**config.mk**
```make
export PLATFORM = sky130hd
export DESIGN_NAME = abx_exec
export DESIGN_NICKNAME = d
export VERILOG_FILES = /design/src/abx_exec.v
export VERILOG_INCLUDE_DIRS = /design/src
export SDC_FILE = /design/constraint.sdc
export NUM_CORES = 1
export LEC_CHECK = 0
export BUFFER_PORTS_ARGS = -buffer_cell sky130_fd_sc_hd__buf_2
export CAP_MARGIN = 10
export CORE_ASPECT_RATIO = 1.1
export CORE_MARGIN = 5
export CORE_UTILIZATION = 51
export CTS_CLUSTER_DIAMETER = 80
export DETAILED_ROUTE_END_ITERATION = 7
export PLACE_DENSITY = 0.75
export SLEW_MARGIN = 0
export SYNTH_ARGS = -nofsm -noshare
export SYNTH_HDL_FRONTEND = slang
export SYNTH_SLANG_ARGS = --single-unit
```
**constraint.sdc**
```tcl
create_clock -name CLK -period 16.2 [get_ports CLK]
set_clock_uncertainty 0.1 [all_clocks]
set_input_delay 3.24 -clock CLK [delete_from_list [all_inputs] [get_ports CLK]]
set_output_delay 3.24 -clock CLK [all_outputs]
set_load 0.03 [all_outputs]
```
**src/abx_regs.vh**
```
// Purpose: Constants for the arithmetic and branch execution unit
// Assumes: Included by abx_exec.v and by the bench and property modules
// Notes:   Offsets are APB byte addresses
//
// Functional notes
// - Add and add-carry write sum, five flags
// - Word add/sub immediate, ZCNVS, two cycles
// - Subtract register or constant, ZCNVH, one cycle
// - Subtract with carry also subtracts carry
// - AND, OR, XOR write result, ZNV only
// - Set bits ORs mask, clear bits ANDs inverse
// - Test ANDs register with itself, ZNV
// - Multiplies write R1:R0, Z and C, two cycles
// - Fractional multiplies shift product left once
// - Pointer jump loads PC from Z, two cycles
// - Pointer call pushes return, loads Z, three
// - Compare-skip-equal skips next, 1/2/3 cycles
// - Register bit skip on clear or set
// - I/O bit skip on requested level
// - Compares update five flags, store nothing
// - Flag branch adds offset plus one if true
// - Signed branches test N xor V
// - Same-or-higher and lower test carry
// - Interrupt branches test global enable flag
// - Single-flag branches test H,T,V,N,Z,C
`ifndef ABX_REGS_VH
`define ABX_REGS_VH
// ==========================================
// Register map
`define ABX_FLAGS_OFS  8'h00
`define ABX_PC_OFS     8'h04
`define ABX_COUNT_OFS  8'h08
`define ABX_STAT_OFS   8'h0C
`define ABX_FLAGS_RST  8'h00
`define ABX_PC_RST     16'h0000
// ==========================================
// Flag positions
`define ABX_C 0
`define ABX_Z 1
`define ABX_N 2
`define ABX_V 3
`define ABX_S 4
`define ABX_H 5
`define ABX_T 6
`define ABX_I 7
// ==========================================
// Operation codes
`define OP_ADD    5'h00
`define OP_ADC    5'h01
`define OP_SUB    5'h02
`define OP_SUBC   5'h03
`define OP_AND    5'h04
`define OP_OR     5'h05
`define OP_XOR    5'h06
`define OP_SETB   5'h07
`define OP_CLRB   5'h08
`define OP_TEST   5'h09
`define OP_WADD   5'h0A
`define OP_WSUB   5'h0B
`define OP_MULU   5'h0C
`define OP_SMUL   5'h0D
`define OP_SUMUL  5'h0E
`define OP_FMULU  5'h0F
`define OP_FMULS  5'h10
`define OP_FMULSU 5'h11
`define OP_PJMP   5'h12
`define OP_PCALL  5'h13
`define OP_CMPSE  5'h14
`define OP_CP     5'h15
`define OP_CMPC   5'h16
`define OP_SRBC   5'h17
`define OP_SRBS   5'h18
`define OP_SIOC   5'h19
`define OP_SIOS   5'h1A
`define OP_BRS    5'h1B
`define OP_BRC    5'h1C
`define OP_BRSGE  5'h1D
`define OP_BRLT   5'h1E
// ==========================================
// Cycle counts
`define CYC_ONE   2'd1
`define CYC_WORD  2'd2
`define CYC_MUL   2'd2
`define CYC_JMP   2'd2
`define CYC_CALL  2'd3
`define CYC_BRT   2'd2
`define CYC_SKIP1 2'd2
`define CYC_SKIP2 2'd3
`endif
```
**src/abx_exec.v**
```verilog
// Purpose: Executes arithmetic, logic, branch and skip operations
// Assumes: Fetch stage supplies decoded op and operand values
// Notes:   Results commit at the last cycle of each operation
//          Operands need only stand at the take edge
//
// Implementation choices: the address map and the APB slave port.
`timescale 1ns/1ps
`include "abx_regs.vh"
module abx_exec (
   input  wire        CLK,
   input  wire        RST,
   input  wire        PSEL,
   input  wire        PENABLE,
   input  wire        PWRITE,
   input  wire [7:0]  PADDR,
   input  wire [31:0] PWDATA,
   output reg  [31:0] PRDATA,
   output wire        PREADY,
   output wire        PSLVERR,
   input  wire        ISSUE_VALID,
   output wire        ISSUE_READY,
   input  wire [4:0]  OP,
   input  wire        USE_IMM,
   input  wire [7:0]  RD_VAL,
   input  wire [7:0]  RD_HI_VAL,
   input  wire [7:0]  RR_VAL,
   input  wire [7:0]  IMM,
   input  wire [2:0]  BIT_SEL,
   input  wire [7:0]  IO_VAL,
   input  wire [6:0]  BR_OFS,
   input  wire [15:0] Z_PTR,
   input  wire        NEXT_LONG,
   output reg         WB_BYTE,
   output reg  [7:0]  WB_DATA,
   output reg         WB_PAIR,
   output reg         WB_R1R0,
   output reg  [15:0] WB_WORD,
   output reg         PUSH_VALID,
   output reg  [15:0] PUSH_DATA,
   output reg         DONE,
   output wire [15:0] PC,
   output wire [7:0]  FLAGS
);
   // One-hot sequencer states
   localparam ST_IDLE = 2'b01;
   localparam ST_WAIT = 2'b10;

   // Architectural and bookkeeping state
   reg  [1:0]  st_q;
   reg  [1:0]  cnt_q;
   reg  [7:0]  flg_q;
   reg  [15:0] pc_q;
   reg  [31:0] ops_q;
   // Pending commit of a multi-cycle operation
   reg  [7:0]  p_flg_q;
   reg  [15:0] p_pc_q;
   reg  [7:0]  p_byte_q;
   reg  [15:0] p_word_q;
   reg  [4:0]  p_kind_q;

   // Combinational results of the issued operation
   reg  [7:0]  n_flg;
   reg  [15:0] n_pc;
   reg  [7:0]  n_byte;
   reg  [15:0] n_word;
   reg  [4:0]  n_kind;   // byte,pair,r1r0,push,nop
   reg  [1:0]  n_cyc;
   reg  [8:0]  r9;
   reg  [4:0]  h5;
   reg  [16:0] w17;
   reg  [15:0] prod;
   reg         take;
   reg         fsel;

   // Operand selection and shared arithmetic
   wire        fire = ISSUE_VALID && st_q[0];
   wire [7:0]  src = USE_IMM ? IMM : RR_VAL;
   wire        cin = flg_q[`ABX_C];
   wire        sub_c = (OP == `OP_SUBC) || (OP == `OP_CMPC);
   // Branch target counts from the following word
   wire [15:0] pc_nx = pc_q + 16'h0001;
   wire [15:0] br_tgt = pc_nx + {{9{BR_OFS[6]}}, BR_OFS};
   wire [15:0] pair = {RD_HI_VAL, RD_VAL};

   // Sign-extend only the operands the op treats as signed
   wire        sgn_a = (OP == `OP_SMUL) || (OP == `OP_SUMUL) ||
                       (OP == `OP_FMULS) || (OP == `OP_FMULSU);
   wire        sgn_b = (OP == `OP_SMUL) || (OP == `OP_FMULS);
   wire [15:0] mul_a = {{8{sgn_a & RD_VAL[7]}}, RD_VAL};
   wire [15:0] mul_b = {{8{sgn_b & RR_VAL[7]}}, RR_VAL};
   wire        frac = (OP == `OP_FMULU) || (OP == `OP_FMULS) ||
                      (OP == `OP_FMULSU);

   // Commit timing
   wire        last = st_q[1] && (cnt_q == 2'd1);
   wire        commit_now = fire && (n_cyc == `CYC_ONE);

   // APB decode, ahead of the sequencer that writes through it
   wire        apb_map = (PADDR == `ABX_FLAGS_OFS) || (PADDR == `ABX_PC_OFS) ||
                         (PADDR == `ABX_COUNT_OFS) || (PADDR == `ABX_STAT_OFS);
   wire        apb_wr = PSEL && PENABLE && PWRITE && apb_map;

   // Handshake and architectural outputs
   assign ISSUE_READY = st_q[0];
   assign PC = pc_q;
   assign FLAGS = flg_q;

   // ==========================================
   // Operation evaluation
   // Defaults keep every output driven on every path
   always @* begin
      n_flg  = flg_q;      // Untouched flags keep value
      n_pc   = pc_nx;
      n_byte = 8'h00;
      n_word = 16'h0000;
      n_kind = 5'b10000;
      n_cyc  = `CYC_ONE;
      r9     = 9'h000;
      h5     = 5'h00;
      w17    = 17'h00000;
      prod   = mul_a * mul_b;
      take   = 1'b0;
      fsel   = flg_q[BIT_SEL];
      case (OP)
         `OP_ADD, `OP_ADC: begin
            // Carry-in only for the carry form
            r9 = {1'b0, RD_VAL} + {1'b0, RR_VAL} +
                 {8'h00, (OP == `OP_ADC) & cin};
            h5 = {1'b0, RD_VAL[3:0]} + {1'b0, RR_VAL[3:0]} +
                 {4'h0, (OP == `OP_ADC) & cin};
            n_byte = r9[7:0];
            n_kind = 5'b00001;
            n_flg[`ABX_C] = r9[8];
            n_flg[`ABX_H] = h5[4];
            n_flg[`ABX_Z] = (r9[7:0] == 8'h00);
            n_flg[`ABX_N] = r9[7];
            n_flg[`ABX_V] = (RD_VAL[7] == RR_VAL[7]) &&
                            (r9[7] != RD_VAL[7]);
         end
         `OP_SUB, `OP_SUBC, `OP_CP, `OP_CMPC: begin
            r9 = {1'b0, RD_VAL} - {1'b0, src} -
                 {8'h00, sub_c & cin};
            h5 = {1'b0, RD_VAL[3:0]} - {1'b0, src[3:0]} -
                 {4'h0, sub_c & cin};
            n_byte = r9[7:0];
            // Compares leave the register file alone
            n_kind = ((OP == `OP_CP) || (OP == `OP_CMPC)) ?
                     5'b10000 : 5'b00001;
            n_flg[`ABX_C] = r9[8];
            n_flg[`ABX_H] = h5[4];
            // Carry forms chain zero across bytes
            n_flg[`ABX_Z] = (r9[7:0] == 8'h00) &&
                            (!sub_c || flg_q[`ABX_Z]);
            n_flg[`ABX_N] = r9[7];
            n_flg[`ABX_V] = (RD_VAL[7] != src[7]) &&
                            (r9[7] != RD_VAL[7]);
         end
         `OP_AND, `OP_OR, `OP_XOR, `OP_SETB, `OP_CLRB, `OP_TEST: begin
            case (OP)
               `OP_AND:  n_byte = RD_VAL & src;
               `OP_OR:   n_byte = RD_VAL | src;
               `OP_XOR:  n_byte = RD_VAL ^ src;
               `OP_SETB: n_byte = RD_VAL | IMM;
               `OP_CLRB: n_byte = RD_VAL & (8'hFF - IMM);
               default:  n_byte = RD_VAL & RD_VAL;
            endcase
            n_kind = 5'b00001;
            n_flg[`ABX_Z] = (n_byte == 8'h00);
            n_flg[`ABX_N] = n_byte[7];
            // Overflow always cleared by logic ops
            n_flg[`ABX_V] = 1'b0;
         end
         `OP_WADD, `OP_WSUB: begin
            // Constant is six bits; S is N xor V
            if (OP == `OP_WADD) begin
               w17 = {1'b0, pair} + {11'h000, IMM[5:0]};
               n_flg[`ABX_C] = w17[16];
               n_flg[`ABX_V] = !RD_HI_VAL[7] && w17[15];
            end else begin
               w17 = {1'b0, pair} - {11'h000, IMM[5:0]};
               n_flg[`ABX_C] = w17[16];
               n_flg[`ABX_V] = RD_HI_VAL[7] && !w17[15];
            end
            n_word = w17[15:0];
            n_kind = 5'b00010;
            n_cyc  = `CYC_WORD;
            n_flg[`ABX_Z] = (w17[15:0] == 16'h0000);
            n_flg[`ABX_N] = w17[15];
            n_flg[`ABX_S] = w17[15] ^ n_flg[`ABX_V];
         end
         `OP_MULU, `OP_SMUL, `OP_SUMUL,
         `OP_FMULU, `OP_FMULS, `OP_FMULSU: begin
            // Carry is the product top bit before any shift
            n_word = frac ? {prod[14:0], 1'b0} : prod;
            n_kind = 5'b00100;
            n_cyc  = `CYC_MUL;
            n_flg[`ABX_C] = prod[15];
            n_flg[`ABX_Z] = (n_word == 16'h0000);
         end
         `OP_PJMP: begin
            // Only PC moves; flags stay
            n_pc  = Z_PTR;
            n_cyc = `CYC_JMP;
         end
         `OP_PCALL: begin
            // Return address is the next word
            n_pc   = Z_PTR;
            n_word = pc_nx;
            n_kind = 5'b01000;
            n_cyc  = `CYC_CALL;
         end
         `OP_CMPSE, `OP_SRBC, `OP_SRBS, `OP_SIOC, `OP_SIOS: begin
            // Skip length follows the width of the next instruction
            case (OP)
               `OP_CMPSE: take = (RD_VAL == RR_VAL);
               `OP_SRBC: take = !RR_VAL[BIT_SEL];
               `OP_SRBS: take = RR_VAL[BIT_SEL];
               `OP_SIOC: take = !IO_VAL[BIT_SEL];
               default:  take = IO_VAL[BIT_SEL];
            endcase
            if (take) begin
               n_pc  = pc_q + (NEXT_LONG ? 16'h0003 : 16'h0002);
               n_cyc = NEXT_LONG ? `CYC_SKIP2 : `CYC_SKIP1;
            end
         end
         `OP_BRS, `OP_BRC, `OP_BRSGE, `OP_BRLT: begin
            // Named branches map onto flag select and sense
            case (OP)
               `OP_BRS:  take = fsel;
               `OP_BRC:  take = !fsel;
               `OP_BRSGE: take = !(flg_q[`ABX_N] ^ flg_q[`ABX_V]);
               default:  take = flg_q[`ABX_N] ^ flg_q[`ABX_V];
            endcase
            if (take) begin
               n_pc  = br_tgt;
               n_cyc = `CYC_BRT;
            end
         end
         default: begin
            // Unknown codes retire as one-cycle no-ops
            n_kind = 5'b10000;
         end
      endcase
   end

   // ==========================================
   // Sequencer and commit
   // Commit wins over a software write in the same cycle
   always @(posedge CLK) begin
      if (RST) begin
         // Idle, all state zero except p_kind_q at no-op, no pulse pending
         st_q      <= ST_IDLE;
         cnt_q     <= 2'd0;
         flg_q     <= `ABX_FLAGS_RST;
         pc_q      <= `ABX_PC_RST;
         ops_q     <= 32'h00000000;
         p_flg_q   <= 8'h00;
         p_pc_q    <= 16'h0000;
         p_byte_q  <= 8'h00;
         p_word_q  <= 16'h0000;
         p_kind_q  <= 5'b10000;
         WB_BYTE   <= 1'b0;
         WB_DATA   <= 8'h00;
         WB_PAIR   <= 1'b0;
         WB_R1R0   <= 1'b0;
         WB_WORD   <= 16'h0000;
         PUSH_VALID <= 1'b0;
         PUSH_DATA <= 16'h0000;
         DONE      <= 1'b0;
      end else begin
         WB_BYTE    <= 1'b0;
         WB_PAIR    <= 1'b0;
         WB_R1R0    <= 1'b0;
         PUSH_VALID <= 1'b0;
         DONE       <= 1'b0;
         // Software access; PC only while idle so no op is lost
         if (apb_wr && (PADDR == `ABX_FLAGS_OFS))
            flg_q <= PWDATA[7:0];
         if (apb_wr && (PADDR == `ABX_PC_OFS) && st_q[0])
            pc_q <= PWDATA[15:0];
         case (st_q)
            ST_IDLE: begin
               // Single-cycle ops retire at the take edge
               if (commit_now) begin
                  flg_q      <= n_flg;
                  pc_q       <= n_pc;
                  WB_BYTE    <= n_kind[0];
                  WB_DATA    <= n_byte;
                  ops_q      <= ops_q + 32'h00000001;
                  DONE       <= 1'b1;
               end else if (fire) begin
                  // Hold results, commit on final cycle
                  st_q     <= ST_WAIT;
                  cnt_q    <= n_cyc - 2'd1;
                  p_flg_q  <= n_flg;
                  p_pc_q   <= n_pc;
                  p_byte_q <= n_byte;
                  p_word_q <= n_word;
                  p_kind_q <= n_kind;
               end
            end
            ST_WAIT: begin
               // Count down to the commit edge
               cnt_q <= cnt_q - 2'd1;
               if (last) begin
                  st_q       <= ST_IDLE;
                  flg_q      <= p_flg_q;
                  pc_q       <= p_pc_q;
                  WB_BYTE    <= p_kind_q[0];
                  WB_DATA    <= p_byte_q;
                  WB_PAIR    <= p_kind_q[1];
                  WB_R1R0    <= p_kind_q[2];
                  WB_WORD    <= p_word_q;
                  PUSH_VALID <= p_kind_q[3];
                  PUSH_DATA  <= p_word_q;
                  ops_q      <= ops_q + 32'h00000001;
                  DONE       <= 1'b1;
               end
            end
            default: begin
               st_q <= ST_IDLE;
            end
         endcase
      end
   end

   // ==========================================
   // APB slave, zero wait states
   assign PREADY  = 1'b1;
   assign PSLVERR = PSEL && PENABLE && !apb_map;

   // Read data captured in setup phase, stable through access
   always @(posedge CLK) begin
      if (RST) begin
         PRDATA <= 32'h00000000;
      end else if (PSEL && !PENABLE) begin
         case (PADDR)
            `ABX_FLAGS_OFS: PRDATA <= {24'h000000, flg_q};
            `ABX_PC_OFS:    PRDATA <= {16'h0000, pc_q};
            `ABX_COUNT_OFS: PRDATA <= ops_q;
            `ABX_STAT_OFS:  PRDATA <= {28'h0000000, cnt_q, st_q[1], st_q[0]};
            default:        PRDATA <= 32'h00000000;
         endcase
      end
   end
endmodule

```
==> flow_metrics.py <==
metrics = {
    "layout": {
        "area_growth_pct": 10.8,
        "regArea_um2": 3460,
        "multiInputGateArea_um2": 11100,
        "fin_nets": 2383,
        "final_cell_area_um2": 17300,
        "nFillCells": 2866,
        "drive_gt1_frac": 0.143,
    },
    "drt": {
        "drc": 0,
        "wl_met3_mm": 3.98,
        "wl_met1_mm": 19.7,
        "dr_wl_met2_mm": 23.8,
        "vias_per_cell": 6.19,
        "routed.top_layer": "met4",
        "drt_iter0_drc": 1718,
        "vias": 15637,
        "totalWireLength_mm": 50.1,
        "wl_per_cell_um": 19.8,
        "ant_nets": 0,
        "first_pass_iters": 7,
    },
    "cts": {
        "cts_resized": 0,
        "cts.path.max_buffers": 2,
        "cts.clk_slew.worst_paths_ns": 0.07,
        "cts_setup_buffers": 0,
        "worstSkewPairLatency_ns": 0.44,
        "cts_tree": "built",
        "cts-root-buf": "clkbuf_16",
        "htreeDepth": 4,
        "cts_sinks": 173,
        "holdBufCountCts": 0,
        "numCtsBuffers": 17,
    },
    "floorplanning": {
        "die_area_um2": 34200,
        "io-pin-count": 223,
        "num_rows": 67,
        "die_y_um": 193,
        "core_area_um2": 30300,
        "die_w_um": 177,
        "initial_core_util": 0.514,
    },
    "critical_path": {
        "worst_ep_required_time_ns": 16.46,
        "crit_top_cell": "fa_1",
        "critPathMaxStageDelay_ns": 0.79,
        "r2r-start": "FLAGS[1]$_SDFF_PP0_",
        "cp-start-kind": "primary input",
        "reg2reg_depth": 17,
        "ff2ff_setup_slack_ns": 10.28,
        "critPathArrivalTime_ns": 10.55,
        "slowest_stage": "o32ai_2",
        "path_max_fanout": 32,
        "crit_buf_inv": 5,
        "crit_type": "in2reg",
        "r2r_end": "ops_q[26]$_SDFFE_PP0P_",
        "path_cells": "buf_2 -> clkinv_1 -> o32ai_2 -> nand2_1 -> fa_1 -> fa_1 -> inv_1 -> fa_1 -> fa_1 -> inv_1 -> fa_1 -> inv_1 -> ha_1 -> o21ai_0 -> o21ai_0 -> a31oi_1 -> xnor2_1 -> or4_1 -> or4_1 -> and3_4 -> o221ai_2",
        "crit_family": "adder cells",
        "critPathCaptureType": "flip-flop",
    },
    "yosys": {
        "synth_seq_area_share": 0.222,
        "synthArstFlopShare": 0,
        "yosysMostFrequentCell": "nand2_1",
        "synth_nets": 2275,
        "ys_warn_count": 0,
        "synth_edf_count": 0,
        "ys_ff_latch": 173,
        "synthCells": 1993,
        "synth_area_per_cell_um2": 7.83,
        "yosys-top-cells-area": "dfxtp_1 22%, fa_1 8.6%, ha_1 7.7%",
        "syn-cell-area_um2": 15600,
        "yosysTopAreaCell": "dfxtp_1",
        "synth_cell_types": 91,
        "synth_top_area_share": 0.222,
        "synthTopCellsByCount": "218 x nand2_1, 199 x nor2_1, 173 x dfxtp_1",
        "yosys_most_used_dff": "dfxtp_1",
    },
    "timing": {
        "period_share": 0.636,
        "drv_slew": 0,
        "relSlewSlack": 0.139,
        "rsz0062_at_grt": "no",
        "totalNegativeSetupSlack_ns": 0,
        "max_freq_mhz": 97.1,
        "tightest_slew_ns": 1.29,
        "period_minus_slack_ns": 10.30,
        "hold_viol_final": 0,
        "setup_viol": 0,
        "hold_ws_ns": 0.352,
    },
    "run": {
        "cap_violations": 0,
    },
    "min_path": {
        "worstHoldStart": "p_kind_q[1]$_SDFFE_PP0P_",
        "hp-class": "reg2reg",
        "min_to": "p_kind_q[1]$_SDFFE_PP0P_",
        "holdPathStages": 2,
    },
    "place": {
        "gp_congestion": 0.966,
        "place_hpwl_mm": 38.6,
        "port_buffers": 205,
        "postPlaceCellArea_um2": 16700,
    },
    "global_routing": {
        "grt_max_degree": 90,
        "grt_pass1_vias": 14923,
        "antenna_found_initial": 1,
        "grt_remaining_overflow": 0,
        "grt_pass1_wl_mm": 78.8,
        "grt.total_usage": 0.283,
    },
    "pwr": {
        "vdd.ir_drop.worst_v": 0.000108,
        "power.density_nw_per_um2": 91.2,
        "p_total_mw": 1.58,
        "p_leak_nw": 7.25,
    },
    "outcome": {
        "outcome": "completed",
    },
}
report_power, final:
| group | switching, mW | internal, mW | leakage, nW |
|---|---|---|---|
| Clock | 0.193 | 0.205 | 0.278 |
| Combinational | 0.446 | 0.263 | 5.57 |
| Sequential | 0.0243 | 0.444 | 1.40 |
per-stage QoR:
step / util / setup WS [ns] / cells
floorplan: - / 6.80 / 1993
global placement: 0.550 / 5.69 / 2496
detailed placement: 0.550 / 5.57 / 2496
CTS: 0.569 / 6.00 / 2527
global route: 0.569 / 5.60 / 2528
finish: 0.569 / 5.90 / 2528
worst reg2reg max path, delay by kind of cell, from the launching register on:
family                     cells  cell delay [ns]
DFF                            1             0.43
and+or+nand+nor                9             2.66
adders and majority gates      1             0.29
AOI/OAI and AO/OA              4             1.24
buffers and inverters          1             0.21
muxes                          2             0.93
registers in the layout, summed over array words and instances (netlist names), 4 cells and up:
| signal | cells |
|---|---|
| p_flg_q | 8 |
| ops_q | 32 |
| p_byte_q | 8 |
| PRDATA | 32 |
| PUSH_DATA | 16 |
| FLAGS | 8 |
| p_kind_q | 4 |
| WB_DATA | 8 |
| p_pc_q | 16 |
| p_word_q | 16 |
| PC | 16 |
cell families after synthesis:
kind of cell | share of synthesized area
simple gates | 0.230
compound gates | 0.198
buf+inv | 0.0703
flops | 0.222
fa+ha+maj | 0.163
xor+xnor | 0.0677
mux | 0.0492
other cells | 0.000240
cells in the final DEF, fill, tap and decap left out, types with 23 or more instances in the layout:
cell,n
xnor2_1,66
o21ai_0,78
mux2i_1,44
buf_2,204
nand2b_1,24
dfxtp_1,173
a22oi_1,59
ha_1,96
a211oi_1,25
and2_1,42
and3_1,26
a21oi_1,132
nor3_1,54
o221ai_1,23
xor2_1,52
fa_1,67
nand3_1,45
nand2_1,218
inv_1,133
nor2_1,198
per-layer routing:
| layer | global-route usage | vias up |
|---|---|---|
| met5 | 0 | - |
| met4 | 0.144 | 0 |
| met3 | 0.0388 | 141 |
| met2 | 0.465 | 799 |
| met1 | 0.364 | 7429 |
| li1 | - | 7268 |
layout make-up:
cell class                      count  area share
Timing Repair Buffer              222      0.0669
Antenna cell                        1    0.000145
Inverter                          137      0.0298
Multi-Input combinational cell   1550       0.640
Sequential cell                   173       0.200
Tap cell                          414      0.0300
Clock inverter                     14     0.00833
Clock buffer                       17      0.0246
how the worst max path moves through the flow:
stage / start / endpoint / slack, ns / depth (start not counted)
final: OP[2] / FLAGS[1]$_SDFF_PP0_ / 5.90 / 21
after CTS: OP[2] / FLAGS[1]$_SDFF_PP0_ / 6.00 / 21
after floorplan: OP[4] / FLAGS[1]$_SDFF_PP0_ / 6.80 / 20
after detailed placement: OP[2] / FLAGS[1]$_SDFF_PP0_ / 5.57 / 21
after global routing: OP[2] / FLAGS[1]$_SDFF_PP0_ / 5.60 / 21
after global placement: OP[2] / FLAGS[1]$_SDFF_PP0_ / 5.69 / 21
No activity file was read; power rests on OpenSTA's default activity.
